## config.mk

```make
export PLATFORM = sky130hd
export DESIGN_NAME = cmdd_core
export DESIGN_NICKNAME = d
export VERILOG_FILES = /design/src/common/cmdd_pkg.sv /design/src/cmdd_core.sv /design/src/cmdd_ticks.sv
export VERILOG_INCLUDE_DIRS = /design/src /design/src/common
export SDC_FILE = /design/constraint.sdc
export NUM_CORES = 1
export LEC_CHECK = 0
export BUFFER_PORTS_ARGS = -buffer_cell sky130_fd_sc_hd__buf_2
export CORE_ASPECT_RATIO = 0.7
export CORE_MARGIN = 4
export CORE_UTILIZATION = 45
export CTS_CLUSTER_SIZE = 20
export DETAILED_ROUTE_END_ITERATION = 10
export GPL_TIMING_DRIVEN = 0
export SLEW_MARGIN = 20
export SYNTH_ARGS = -nofsm -noshare
export SYNTH_HDL_FRONTEND = slang
export SYNTH_SLANG_ARGS = --single-unit
```

## constraint.sdc

```tcl
create_clock -name clk -period 5.7 [get_ports clk]
set_clock_uncertainty 0.05 [all_clocks]
set_input_delay 0.57 -clock clk [delete_from_list [all_inputs] [get_ports clk]]
set_output_delay 0.57 -clock clk [all_outputs]
set_load 0.02 [all_outputs]
```

## src/common/cmdd_defs.svh

```systemverilog
// constants for the command-mode and diagnostics block
`ifndef CMDD_DEFS_SVH
`define CMDD_DEFS_SVH

// ----------------------------------------------------------------
// timing
// ----------------------------------------------------------------
`define CMDD_CLK_MHZ 25
`define CMDD_TICK_MS_US 1000
`define CMDD_SCAN_BASE_US 15360
`define CMDD_MS_PER_100 7'h63
`define CMDD_MS_CW 15
`define CMDD_SCAN_CW 19

// ----------------------------------------------------------------
// register byte offsets
// ----------------------------------------------------------------
`define CMDD_A_CMD 8'h00
`define CMDD_A_TMO 8'h04
`define CMDD_A_GUARD 8'h08
`define CMDD_A_ESC 8'h0C
`define CMDD_A_CCA 8'h10
`define CMDD_A_BUSYCNT 8'h14
`define CMDD_A_ACKCNT 8'h18
`define CMDD_A_RSSI 8'h1C
`define CMDD_A_FWREV 8'h20
`define CMDD_A_HWREV 8'h24
`define CMDD_A_VERBOSE 8'h28
`define CMDD_A_IRQST 8'h2C
`define CMDD_A_IRQMSK 8'h30

// ----------------------------------------------------------------
// fields
// ----------------------------------------------------------------
`define CMDD_CMD_EXIT 0
`define CMDD_CMD_APPLY 1
`define CMDD_CMD_SCAN 2
`define CMDD_CMD_SD_HI 10
`define CMDD_CMD_SD_LO 8
`define CMDD_ST_CMD 0
`define CMDD_ST_SCAN 1
`define CMDD_IRQ_ENTER 0
`define CMDD_IRQ_LEAVE 1
`define CMDD_IRQ_SCAN 2
`define CMDD_IRQ_W 3

// ----------------------------------------------------------------
// reset values and limits
// ----------------------------------------------------------------
`define CMDD_TMO_RST 16'h0064
`define CMDD_TMO_MIN 16'h0002
`define CMDD_GT_RST 16'h03E8
`define CMDD_GT_MIN 16'h0002
`define CMDD_GT_MAX 16'h0CE4
`define CMDD_ESC_RST 8'h2B
`define CMDD_SD_MAX 3'h6
`define CMDD_VL_LAST_FW 16'h10C8
`define CMDD_CR 8'h0D
`define CMDD_PEAK_RST 8'hFF
`define CMDD_CNT_MAX 16'hFFFF
`define CMDD_LAST_CH 4'hF

`endif

```

## src/common/cmdd_pkg.sv

```systemverilog
// types shared by the command-mode and diagnostics block
package cmdd_pkg;

	typedef struct packed {
		logic valid;
		logic [7:0] data;
	} cmdd_byte_s;

	typedef enum logic [1:0] {ESC_DATA, ESC_ONE, ESC_TWO, ESC_THREE} cmdd_esc_e;

	typedef enum logic [1:0] {SC_IDLE, SC_DWELL, SC_PEAK, SC_CR} cmdd_scan_e;

endpackage

```

## src/cmdd_core.sv

```systemverilog
// command-mode control and diagnostic readout with wishbone registers
// How it works
// - command mode ends alone after configured 100 ms units with no command
// - exit command leaves command mode at once
// - mode entered only with guard silence before and after escapes
// - escape character programmable, resets to 0x2B
// - apply command commits queued settings and reinitialises
// - channel-busy failures counted in 16 bits, saturating
// - acknowledgement failures counted in 16 bits, saturating
// - writing zero clears a counter, reading leaves it unchanged
// - last good packet strength held as read-only magnitude
// - energy scan dwells 2^n times 15.36 ms per channel, sends lowest energy level and CR
// - firmware and hardware versions are read-only
// - verbose version exists only up to firmware 10C8
`timescale 1ns/1ps
`include "cmdd_defs.svh"

module cmdd_core #(
	parameter int MS_CYCLES = `CMDD_CLK_MHZ * `CMDD_TICK_MS_US,
	parameter int SCAN_CYCLES = `CMDD_CLK_MHZ * `CMDD_SCAN_BASE_US,
	parameter logic [15:0] FW_REV = 16'h1000, // arbitrary value
	parameter logic [15:0] HW_REV = 16'h0100, // arbitrary value
	parameter logic [31:0] VERBOSE_INFO = 32'h0000_0000,
	parameter logic [7:0] CCA_THRESHOLD_RST = 8'h00
)(
	input wire logic clk,
	input wire logic reset,
	input wire logic wb_cyc_i,
	input wire logic wb_stb_i,
	input wire logic wb_we_i,
	input wire logic [7:0] wb_adr_i,
	input wire logic [3:0] wb_sel_i,
	input wire logic [31:0] wb_dat_i,
	output logic [31:0] wb_dat_o,
	output logic wb_ack_o,
	input wire cmdd_pkg::cmdd_byte_s rx_in,
	input wire logic cmd_valid,
	input wire logic cca_fail,
	input wire logic ack_fail,
	input wire logic rx_good,
	input wire logic [7:0] rx_rssi,
	input wire logic [7:0] energy_level,
	output cmdd_pkg::cmdd_byte_s scan_tx,
	input wire logic scan_tx_ready,
	output logic [3:0] scan_channel,
	output logic scan_active,
	output logic cmd_mode,
	output logic [7:0] cca_threshold,
	output logic cfg_reinit,
	output logic irq
);

	function automatic logic [15:0] wmerge16(input logic [15:0] old,
		input logic [31:0] d, input logic [3:0] sel);
		wmerge16 = {sel[1] ? d[15:8] : old[15:8], sel[0] ? d[7:0] : old[7:0]};
	endfunction

	// ----------------------------------------------------------------
	// state
	// ----------------------------------------------------------------
	logic wb_ack_ff;
	logic [31:0] wb_dat_ff;
	logic [15:0] tmo_pend_ff, tmo_ff, gt_pend_ff, gt_ff;
	logic [7:0] esc_pend_ff, esc_ff, cca_pend_ff, cca_ff;
	logic cfg_reinit_ff;
	cmdd_pkg::cmdd_esc_e esc_st_ff, nxt_esc_st;
	logic [15:0] silence_ff, idle_cnt_ff;
	logic cmd_mode_ff;
	logic [15:0] fail_cnt_ff [2];
	logic [7:0] rssi_ff;
	cmdd_pkg::cmdd_scan_e sc_st_ff, nxt_sc_st;
	logic [2:0] sc_exp_ff;
	logic [6:0] sc_units_ff, nxt_sc_units;
	logic [3:0] sc_ch_ff, nxt_sc_ch;
	logic [7:0] sc_peak_ff, nxt_sc_peak;
	cmdd_pkg::cmdd_byte_s scan_tx_ff, nxt_scan_tx;
	logic [`CMDD_IRQ_W-1:0] irq_st_ff, irq_msk_ff;
	logic [31:0] rd_mux;
	logic scan_start_dwell;
	logic scan_done;
	logic tick_ms, tick_100ms, tick_scan;

	// ----------------------------------------------------------------
	// bus decode
	// ----------------------------------------------------------------
	wire wb_hit = wb_cyc_i & wb_stb_i & ~wb_ack_ff;
	// writes land at the edge where the master samples ack
	wire wb_wr = wb_cyc_i & wb_stb_i & wb_we_i & wb_ack_ff;
	wire wr_cmd = wb_wr & (wb_adr_i == `CMDD_A_CMD);
	wire wr_tmo = wb_wr & (wb_adr_i == `CMDD_A_TMO);
	wire wr_gt = wb_wr & (wb_adr_i == `CMDD_A_GUARD);
	wire wr_esc = wb_wr & (wb_adr_i == `CMDD_A_ESC) & wb_sel_i[0];
	wire wr_cca = wb_wr & (wb_adr_i == `CMDD_A_CCA) & wb_sel_i[0];
	wire wr_busy = wb_wr & (wb_adr_i == `CMDD_A_BUSYCNT);
	wire wr_ack = wb_wr & (wb_adr_i == `CMDD_A_ACKCNT);
	wire wr_irqst = wb_wr & (wb_adr_i == `CMDD_A_IRQST) & wb_sel_i[0];
	wire wr_irqmsk = wb_wr & (wb_adr_i == `CMDD_A_IRQMSK) & wb_sel_i[0];
	wire [15:0] tmo_w = wmerge16(tmo_pend_ff, wb_dat_i, wb_sel_i);
	wire [15:0] gt_w = wmerge16(gt_pend_ff, wb_dat_i, wb_sel_i);
	wire tmo_ok = tmo_w >= `CMDD_TMO_MIN;
	wire gt_ok = (gt_w >= `CMDD_GT_MIN) & (gt_w <= `CMDD_GT_MAX);
	wire [2:0] sd_req = wb_dat_i[`CMDD_CMD_SD_HI:`CMDD_CMD_SD_LO];
	wire do_exit = wr_cmd & wb_sel_i[0] & wb_dat_i[`CMDD_CMD_EXIT];
	wire do_apply = wr_cmd & wb_sel_i[0] & wb_dat_i[`CMDD_CMD_APPLY];
	wire do_scan = wr_cmd & wb_sel_i[0] & wb_sel_i[1] &
		wb_dat_i[`CMDD_CMD_SCAN] & (sd_req <= `CMDD_SD_MAX) &
		(sc_st_ff == cmdd_pkg::SC_IDLE);
	wire valid_cmd = wr_cmd | cmd_valid;
	wire vl_present = FW_REV <= `CMDD_VL_LAST_FW;
	wire scan_busy = sc_st_ff != cmdd_pkg::SC_IDLE;

	always_comb
	begin
		rd_mux = 32'h0000_0000;
		case (wb_adr_i)
		`CMDD_A_CMD:
		begin
			rd_mux[`CMDD_ST_CMD] = cmd_mode_ff;
			rd_mux[`CMDD_ST_SCAN] = scan_busy;
		end
		`CMDD_A_TMO: rd_mux[15:0] = tmo_pend_ff;
		`CMDD_A_GUARD: rd_mux[15:0] = gt_pend_ff;
		`CMDD_A_ESC: rd_mux[7:0] = esc_pend_ff;
		`CMDD_A_CCA: rd_mux[7:0] = cca_pend_ff;
		`CMDD_A_BUSYCNT: rd_mux[15:0] = fail_cnt_ff[0];
		`CMDD_A_ACKCNT: rd_mux[15:0] = fail_cnt_ff[1];
		`CMDD_A_RSSI: rd_mux[7:0] = rssi_ff;
		`CMDD_A_FWREV: rd_mux[15:0] = FW_REV;
		`CMDD_A_HWREV: rd_mux[15:0] = HW_REV;
		`CMDD_A_VERBOSE: rd_mux = vl_present ? VERBOSE_INFO : 32'h0000_0000;
		`CMDD_A_IRQST: rd_mux[`CMDD_IRQ_W-1:0] = irq_st_ff;
		`CMDD_A_IRQMSK: rd_mux[`CMDD_IRQ_W-1:0] = irq_msk_ff;
		default: rd_mux = 32'h0000_0000;
		endcase
	end

	always_ff @(posedge clk)
	begin
		if (reset)
		begin
			wb_ack_ff <= 1'b0;
			wb_dat_ff <= 32'h0000_0000;
		end
		else
		begin
			wb_ack_ff <= wb_hit;
			wb_dat_ff <= (wb_hit & ~wb_we_i) ? rd_mux : wb_dat_ff;
		end
	end

	// ----------------------------------------------------------------
	// queued and active settings
	// ----------------------------------------------------------------
	always_ff @(posedge clk)
	begin
		if (reset)
		begin
			tmo_pend_ff <= `CMDD_TMO_RST;
			gt_pend_ff <= `CMDD_GT_RST;
			esc_pend_ff <= `CMDD_ESC_RST;
			cca_pend_ff <= CCA_THRESHOLD_RST;
		end
		else
		begin
			tmo_pend_ff <= (wr_tmo & tmo_ok) ? tmo_w : tmo_pend_ff;
			gt_pend_ff <= (wr_gt & gt_ok) ? gt_w : gt_pend_ff;
			esc_pend_ff <= wr_esc ? wb_dat_i[7:0] : esc_pend_ff;
			cca_pend_ff <= wr_cca ? wb_dat_i[7:0] : cca_pend_ff;
		end
	end

	always_ff @(posedge clk)
	begin
		if (reset)
		begin
			tmo_ff <= `CMDD_TMO_RST;
			gt_ff <= `CMDD_GT_RST;
			esc_ff <= `CMDD_ESC_RST;
			cca_ff <= CCA_THRESHOLD_RST;
			cfg_reinit_ff <= 1'b0;
		end
		else
		begin
			tmo_ff <= do_apply ? tmo_pend_ff : tmo_ff;
			gt_ff <= do_apply ? gt_pend_ff : gt_ff;
			esc_ff <= do_apply ? esc_pend_ff : esc_ff;
			cca_ff <= do_apply ? cca_pend_ff : cca_ff;
			cfg_reinit_ff <= do_apply;
		end
	end

	// ----------------------------------------------------------------
	// escape sequence and command mode
	// ----------------------------------------------------------------
	wire rx_esc = rx_in.valid & (rx_in.data == esc_ff);
	wire guard_met = silence_ff >= gt_ff;
	wire enter_cmd = (esc_st_ff == cmdd_pkg::ESC_THREE) & ~rx_in.valid &
		guard_met;
	wire timeout_hit = cmd_mode_ff & (idle_cnt_ff >= tmo_ff);
	wire leave_evt = cmd_mode_ff & (do_exit | timeout_hit);
	wire [15:0] nxt_silence = rx_in.valid ? 16'h0000 :
		((tick_ms & (silence_ff != `CMDD_CNT_MAX)) ? silence_ff + 16'h0001 :
		silence_ff);
	wire [15:0] nxt_idle = (valid_cmd | enter_cmd) ? 16'h0000 :
		((tick_100ms & (idle_cnt_ff != `CMDD_CNT_MAX)) ?
		idle_cnt_ff + 16'h0001 : idle_cnt_ff);

	always_comb
	begin
		nxt_esc_st = esc_st_ff;
		case (esc_st_ff)
		cmdd_pkg::ESC_DATA:
			if (rx_esc & guard_met & ~cmd_mode_ff)
				nxt_esc_st = cmdd_pkg::ESC_ONE;
		cmdd_pkg::ESC_ONE:
			if (rx_in.valid)
				nxt_esc_st = rx_esc ? cmdd_pkg::ESC_TWO : cmdd_pkg::ESC_DATA;
		cmdd_pkg::ESC_TWO:
			if (rx_in.valid)
				nxt_esc_st = rx_esc ? cmdd_pkg::ESC_THREE : cmdd_pkg::ESC_DATA;
		cmdd_pkg::ESC_THREE:
			if (rx_in.valid | guard_met)
				nxt_esc_st = cmdd_pkg::ESC_DATA;
		default: nxt_esc_st = cmdd_pkg::ESC_DATA;
		endcase
		if (do_apply)
			nxt_esc_st = cmdd_pkg::ESC_DATA;
	end

	always_ff @(posedge clk)
	begin
		if (reset)
		begin
			esc_st_ff <= cmdd_pkg::ESC_DATA;
			silence_ff <= 16'h0000;
			idle_cnt_ff <= 16'h0000;
			cmd_mode_ff <= 1'b0;
		end
		else
		begin
			esc_st_ff <= nxt_esc_st;
			silence_ff <= do_apply ? 16'h0000 : nxt_silence;
			idle_cnt_ff <= nxt_idle;
			cmd_mode_ff <= enter_cmd | (cmd_mode_ff & ~leave_evt);
		end
	end

	// ----------------------------------------------------------------
	// failure counters and signal strength
	// ----------------------------------------------------------------
	wire [1:0] cnt_evt = {ack_fail, cca_fail};
	wire [1:0] cnt_wr = {wr_ack, wr_busy};

	for (genvar i = 0; i < 2; i++)
	begin : g_fail
		wire clr = cnt_wr[i] &
			(wmerge16(fail_cnt_ff[i], wb_dat_i, wb_sel_i) == 16'h0000);
		wire inc = cnt_evt[i] & (fail_cnt_ff[i] != `CMDD_CNT_MAX);
		wire [15:0] nxt_cnt = clr ? {15'h0000, cnt_evt[i]} :
			(inc ? fail_cnt_ff[i] + 16'h0001 : fail_cnt_ff[i]);
		always_ff @(posedge clk)
		begin
			if (reset)
				fail_cnt_ff[i] <= 16'h0000;
			else
				fail_cnt_ff[i] <= nxt_cnt;
		end
	end

	always_ff @(posedge clk)
	begin
		if (reset)
			rssi_ff <= 8'h00;
		else
			rssi_ff <= rx_good ? rx_rssi : rssi_ff;
	end

	// ----------------------------------------------------------------
	// energy scan
	// ----------------------------------------------------------------
	wire [6:0] dwell_units = 7'(7'h01 << sc_exp_ff);
	wire [7:0] peak_now = (energy_level < sc_peak_ff) ? energy_level : sc_peak_ff;

	always_comb
	begin
		nxt_sc_st = sc_st_ff;
		nxt_sc_units = sc_units_ff;
		nxt_sc_ch = sc_ch_ff;
		nxt_sc_peak = sc_peak_ff;
		nxt_scan_tx = scan_tx_ff;
		scan_start_dwell = 1'b0;
		scan_done = 1'b0;
		case (sc_st_ff)
		cmdd_pkg::SC_IDLE:
			if (do_scan)
			begin
				nxt_sc_st = cmdd_pkg::SC_DWELL;
				nxt_sc_units = 7'h00;
				nxt_sc_ch = 4'h0;
				nxt_sc_peak = `CMDD_PEAK_RST;
				scan_start_dwell = 1'b1;
			end
		cmdd_pkg::SC_DWELL:
		begin
			nxt_sc_peak = peak_now;
			if (tick_scan)
			begin
				nxt_sc_units = sc_units_ff + 7'h01;
				if (sc_units_ff + 7'h01 == dwell_units)
				begin
					nxt_sc_st = cmdd_pkg::SC_PEAK;
					nxt_scan_tx = '{valid: 1'b1, data: peak_now};
				end
			end
		end
		cmdd_pkg::SC_PEAK:
			if (scan_tx_ready)
			begin
				nxt_sc_st = cmdd_pkg::SC_CR;
				nxt_scan_tx = '{valid: 1'b1, data: `CMDD_CR};
			end
		cmdd_pkg::SC_CR:
			if (scan_tx_ready)
			begin
				nxt_scan_tx = '{valid: 1'b0, data: 8'h00};
				nxt_sc_units = 7'h00;
				nxt_sc_peak = `CMDD_PEAK_RST;
				if (sc_ch_ff == `CMDD_LAST_CH)
				begin
					nxt_sc_st = cmdd_pkg::SC_IDLE;
					scan_done = 1'b1;
				end
				else
				begin
					nxt_sc_st = cmdd_pkg::SC_DWELL;
					nxt_sc_ch = sc_ch_ff + 4'h1;
					scan_start_dwell = 1'b1;
				end
			end
		default: nxt_sc_st = cmdd_pkg::SC_IDLE;
		endcase
	end

	always_ff @(posedge clk)
	begin
		if (reset)
		begin
			sc_st_ff <= cmdd_pkg::SC_IDLE;
			sc_exp_ff <= 3'h0;
			sc_units_ff <= 7'h00;
			sc_ch_ff <= 4'h0;
			sc_peak_ff <= `CMDD_PEAK_RST;
			scan_tx_ff <= '{valid: 1'b0, data: 8'h00};
		end
		else
		begin
			sc_st_ff <= nxt_sc_st;
			sc_exp_ff <= do_scan ? sd_req : sc_exp_ff;
			sc_units_ff <= nxt_sc_units;
			sc_ch_ff <= nxt_sc_ch;
			sc_peak_ff <= nxt_sc_peak;
			scan_tx_ff <= nxt_scan_tx;
		end
	end

	cmdd_ticks #(
		.MS_CYCLES(MS_CYCLES),
		.SCAN_CYCLES(SCAN_CYCLES)
	) u_ticks (
		.clk(clk),
		.reset(reset),
		.scan_clear(scan_start_dwell),
		.tick_ms(tick_ms),
		.tick_100ms(tick_100ms),
		.tick_scan(tick_scan)
	);

	// ----------------------------------------------------------------
	// interrupts
	// ----------------------------------------------------------------
	wire [`CMDD_IRQ_W-1:0] irq_evt = {scan_done, leave_evt, enter_cmd};
	wire [`CMDD_IRQ_W-1:0] irq_clr = wr_irqst ? wb_dat_i[`CMDD_IRQ_W-1:0] :
		'0;

	always_ff @(posedge clk)
	begin
		if (reset)
		begin
			irq_st_ff <= '0;
			irq_msk_ff <= '0;
		end
		else
		begin
			irq_st_ff <= (irq_st_ff & ~irq_clr) | irq_evt;
			irq_msk_ff <= wr_irqmsk ? wb_dat_i[`CMDD_IRQ_W-1:0] : irq_msk_ff;
		end
	end

	assign wb_ack_o = wb_ack_ff;
	assign wb_dat_o = wb_dat_ff;
	assign scan_tx = scan_tx_ff;
	assign scan_channel = sc_ch_ff;
	assign scan_active = scan_busy;
	assign cmd_mode = cmd_mode_ff;
	assign cca_threshold = cca_ff;
	assign cfg_reinit = cfg_reinit_ff;
	assign irq = |(irq_st_ff & irq_msk_ff);
endmodule

```

## src/cmdd_ticks.sv

```systemverilog
// millisecond, 100 ms and scan-base tick generator
`timescale 1ns/1ps
`include "cmdd_defs.svh"

module cmdd_ticks #(
	parameter int MS_CYCLES = `CMDD_CLK_MHZ * `CMDD_TICK_MS_US,
	parameter int SCAN_CYCLES = `CMDD_CLK_MHZ * `CMDD_SCAN_BASE_US
)(
	input wire logic clk,
	input wire logic reset,
	input wire logic scan_clear,
	output logic tick_ms,
	output logic tick_100ms,
	output logic tick_scan
);

	logic [`CMDD_MS_CW-1:0] ms_cnt_ff;
	logic [6:0] hund_cnt_ff;
	logic [`CMDD_SCAN_CW-1:0] scan_cnt_ff;
	logic tick_ms_ff;
	logic tick_100ms_ff;
	logic tick_scan_ff;

	wire ms_wrap = ms_cnt_ff == `CMDD_MS_CW'(MS_CYCLES - 1);
	wire hund_wrap = ms_wrap & (hund_cnt_ff == `CMDD_MS_PER_100);
	wire scan_wrap = scan_cnt_ff == `CMDD_SCAN_CW'(SCAN_CYCLES - 1);
	wire [`CMDD_MS_CW-1:0] nxt_ms_cnt = ms_wrap ? '0 : ms_cnt_ff + 1'b1;
	wire [6:0] nxt_hund_cnt = hund_wrap ? 7'h00 :
		(ms_wrap ? hund_cnt_ff + 7'h01 : hund_cnt_ff);
	// scan base restarts so each dwell starts on a full period
	wire [`CMDD_SCAN_CW-1:0] nxt_scan_cnt = (scan_clear | scan_wrap) ? '0 :
		scan_cnt_ff + 1'b1;

	always_ff @(posedge clk)
	begin
		if (reset)
		begin
			ms_cnt_ff <= '0;
			hund_cnt_ff <= 7'h00;
			scan_cnt_ff <= '0;
			tick_ms_ff <= 1'b0;
			tick_100ms_ff <= 1'b0;
			tick_scan_ff <= 1'b0;
		end
		else
		begin
			ms_cnt_ff <= nxt_ms_cnt;
			hund_cnt_ff <= nxt_hund_cnt;
			scan_cnt_ff <= nxt_scan_cnt;
			tick_ms_ff <= ms_wrap;
			tick_100ms_ff <= hund_wrap;
			tick_scan_ff <= scan_wrap & ~scan_clear;
		end
	end

	assign tick_ms = tick_ms_ff;
	assign tick_100ms = tick_100ms_ff;
	assign tick_scan = tick_scan_ff;

endmodule

```

==> results.md <==
- VDD IR max: 0.170 mV
- Placed wire-length estimate: 29,800 um
- GRT Util Overall: 23.2%
- Post-synthesis sequential area ratio: 40.8%
- Top FF cell, synth: dfxtp_1
- Hold depth: 3
- # diodes: 0
- FFs w/ async S/R, synth: 0%
- Cts bufs inserted: 28
- CP dominant cell by count: clkbuf_1
- CTS clk-pin slew, worst paths: 0.06 ns
- Largest net degree at the start of global routing: 15
- Die area: 0.0325 mm^2
- Drt drc: 0
- Max Cap Viol: 0
- Required @ worst endpoint: 6.15 ns
- Critical Path Start Type: primary input
- H-tree levels: 1
- GPL Wtd Cong: 0.953
- Critical path arrival: 3.81 ns
- Post-CTS sizing: 0
- Clock net sink count: 272
- Fin Hold WS: 0.195 ns
- DIE HEIGHT: 152 um
- Fin. max-slew vios: 0
- Routed wire per std cell: 18.6 um
- Final hold violation count: 0
- Cell with the most instances after synthesis: dfxtp_1
- Clock Path Buffers: 3
- Flop pwr share: 48.1%
- Clk_lat worst skew: 0.56 ns
- Fmax: 298 MHz
- CP peak stage delay: 0.89 ns
- Yosys top cell by area: dfxtp_1
- DR iter-0 viols: 1,141
- Setup TNS Final: 0 ns
- Internal Dissipation: 3.07 mW
- Outcome: completed
- I/O pin cnt: 137
- Reg2Reg Depth: 9
- Final Routed Wirelength: 38,800 um
- Drt pass-1 iters: 7
- WP depth: 10
- Vias per inst: 5.56
- Highest routed metal layer: met5
- Metal-1 WL: 19,300 um
- Nets: 1,826
- Unrepaired setup endpoints after global routing: false
- Hold_buf cts: 0
- Vias: 11,600
- Cell variety after synth: 74
- Worst Setup End Kind: flop
- Global-route wire length before repair: 60,700 um
- EDFF count, synth: 0
- #FFs+latches synth: 272
- CTS tree: done
- Final setup vio count: 0
- Vias in the first global route: 10,700
- Core Area: 0.0291 mm^2
- Met2 Wirelength: 15,400 um
- CP max stage cell: nor4_1
- Fin crit period: 3.36 ns
- Worst Hold Class: in -> reg
- Commonest cells post-synth: dfxtp_1 (272), nor2_1 (241), nand2_1 (118)
- Switch Pwr: 940 uW
- I/O Buffers: 93
- Final Util: 52.6%
- Post-Syn Instances: 1,555
- Site Rows: 52
- Clk pwr share: 46.6%
- Area grow syn2layout: 14.6%
- Fillers: 2,719
- Crit path cell chain: clkbuf_1, nor4_1, and4_1, buf_2, nand2_1, or2_2, clkbuf_1, inv_2, buf_1, a22o_1
- CTS Root Cell: clkbuf_16
- Routed wl met3: 3440 um
- PwrDens: 262 mW/mm^2
- Buffers & Inverters on Critical Path: 5
- Top post-synthesis cells by area: dfxtp_1 (41%), nor2_1 (6.8%), ha_1 (5.1%)
- Setup bufs post-CTS: 0
- Leak pwr: 6.08 nW
- Crit Path Category: in -> reg
- Initial core utilization: 45.9%
- Final instance count without filler cells: 2,092
- Final Cell Area: 0.0153 mm^2
- Syn_area_per_cell: 8.58 um^2
- Overflow after GRT: 0
- Worst-Margin Slew: 1.10 ns
- Worst-path fanout max: 10
- Post-place setup slack: 1.94 ns
- Synth Warn #: 0
- Share of the synthesized area in the top cell type: 40.8%
- Die W: 214 um
- Switching Share: 23.4%
- Tcrit/Tclk final: 58.9%
- Routed Antenna Nets: 0
- Post-Place Cells: 2,041
- Initial antenna violation count: 1
- CP top delay family: simple AND/OR/NAND/NOR gates
- Layout cells sized above 1: 11.6%
- Slew margin rel.: 24.5%
- Mapped cell area: 0.0133 mm^2
- PnR worst setup slack: 2.34 ns
- Dpl cell area: 0.0143 mm^2
- Gate power share: 5.3%
- Final total power: 4.01 mW
==> worst paths after layout <==
kind	slack, ns	start	endpoint
max	2.34	wb_adr_i[2]	esc_ff[4]
min	0.19	rx_rssi[5]	rssi_ff[5]
max reg2reg	2.57	sc_units_ff[0]	scan_tx[4]
min reg2reg	0.41	u_ticks.ms_cnt_ff[0]	u_ticks.ms_cnt_ff[0]
==> power groups by stage <==
stage	Sequential, mW	Clock [mW]	Combinational [mW]
after CTS	1.93	1.91	0.209
after detailed placement	1.97	0	0.209
final	1.93	1.87	0.213
after global placement	1.97	0	0.207
after floorplan	1.97	0	0.118
after global routing	1.93	1.99	0.232
==> cells by family after synthesis <==
family                   synth area share [%]
AO/OA/AOI/OAI                            14.2
XOR/XNOR                                 6.56
adder cells (fa/ha/maj)                  5.06
buffers and inverters                    4.88
flip-flops                               40.8
multiplexers                             6.07
other                                  0.0281
AND/OR/NAND/NOR                          22.4
==> registers in the layout, indices dropped and copies added, names as in the netlist, 3 cells and up <==
| signal | count |
|---|---|
| cca_threshold | 8 |
| scan_tx | 9 |
| cca_pend_ff | 8 |
| esc_pend_ff | 8 |
| rssi_ff | 8 |
| wb_dat_o | 16 |
| sc_peak_ff | 8 |
| u_ticks.ms_cnt_ff | 15 |
| sc_units_ff | 7 |
| sc_exp_ff | 3 |
| gt_pend_ff | 16 |
| tmo_pend_ff | 16 |
| scan_channel | 4 |
| irq_st_ff | 3 |
| gt_ff | 16 |
| esc_ff | 8 |
| idle_cnt_ff | 16 |
| u_ticks.hund_cnt_ff | 7 |
| silence_ff | 16 |
| tmo_ff | 16 |
| u_ticks.scan_cnt_ff | 19 |
| irq_msk_ff | 3 |
| fail_cnt_ff | 32 |
==> worst min-delay path: cells and delay by family <==
kind | cells | cell delay, ns
simple gates | 1 | 0.07
mux | 1 | 0.05
buf+inv | 1 | 0.07
==> metal layers <==
layer  GRT usage (%)  vias to the layer above
li1                -                     5728
met1            37.1                     5487
met2            31.8                      369
met3            5.59                       51
met4            3.41                        2
met5               0                        -
==> cells in the final DEF, fill, tap and decap left out, types with 9 or more instances in the layout <==
cell       instances
dfxtp_1          272
nor2_1           241
nand2_1          118
buf_2             98
a21oi_1           73
inv_1             70
nand3_1           64
xor2_1            61
clkbuf_1          55
mux2i_1           55
ha_1              54
o21ai_0           50
xnor2_1           39
nor3_1            32
nand4_1           28
clkbuf_16         28
a22oi_1           24
nor4_1            19
nand2b_1          19
buf_4             18
a22o_1            18
nor2b_1           16
conb_1            16
or3_1             14
and4_1            13
and3_1            13
a21o_1            13
o22ai_1           11
a211oi_1          11
a211o_1           11
and2_1            10
or2_2              9
==> final cells by class <==
cell class / count / area, um^2 / area share (%)
plain buffers: 81 / 385 / 2.52
clock buffers: 41 / 820 / 5.36
clock inverters: 10 / 116 / 0.761
inverters: 71 / 267 / 1.74
multi-input cells: 1146 / 7320 / 47.9
flip-flops and latches: 272 / 5450 / 35.6
well taps: 378 / 473 / 3.09
repair buffers: 93 / 465 / 3.04
No activity file was read; power rests on OpenSTA's default activity.
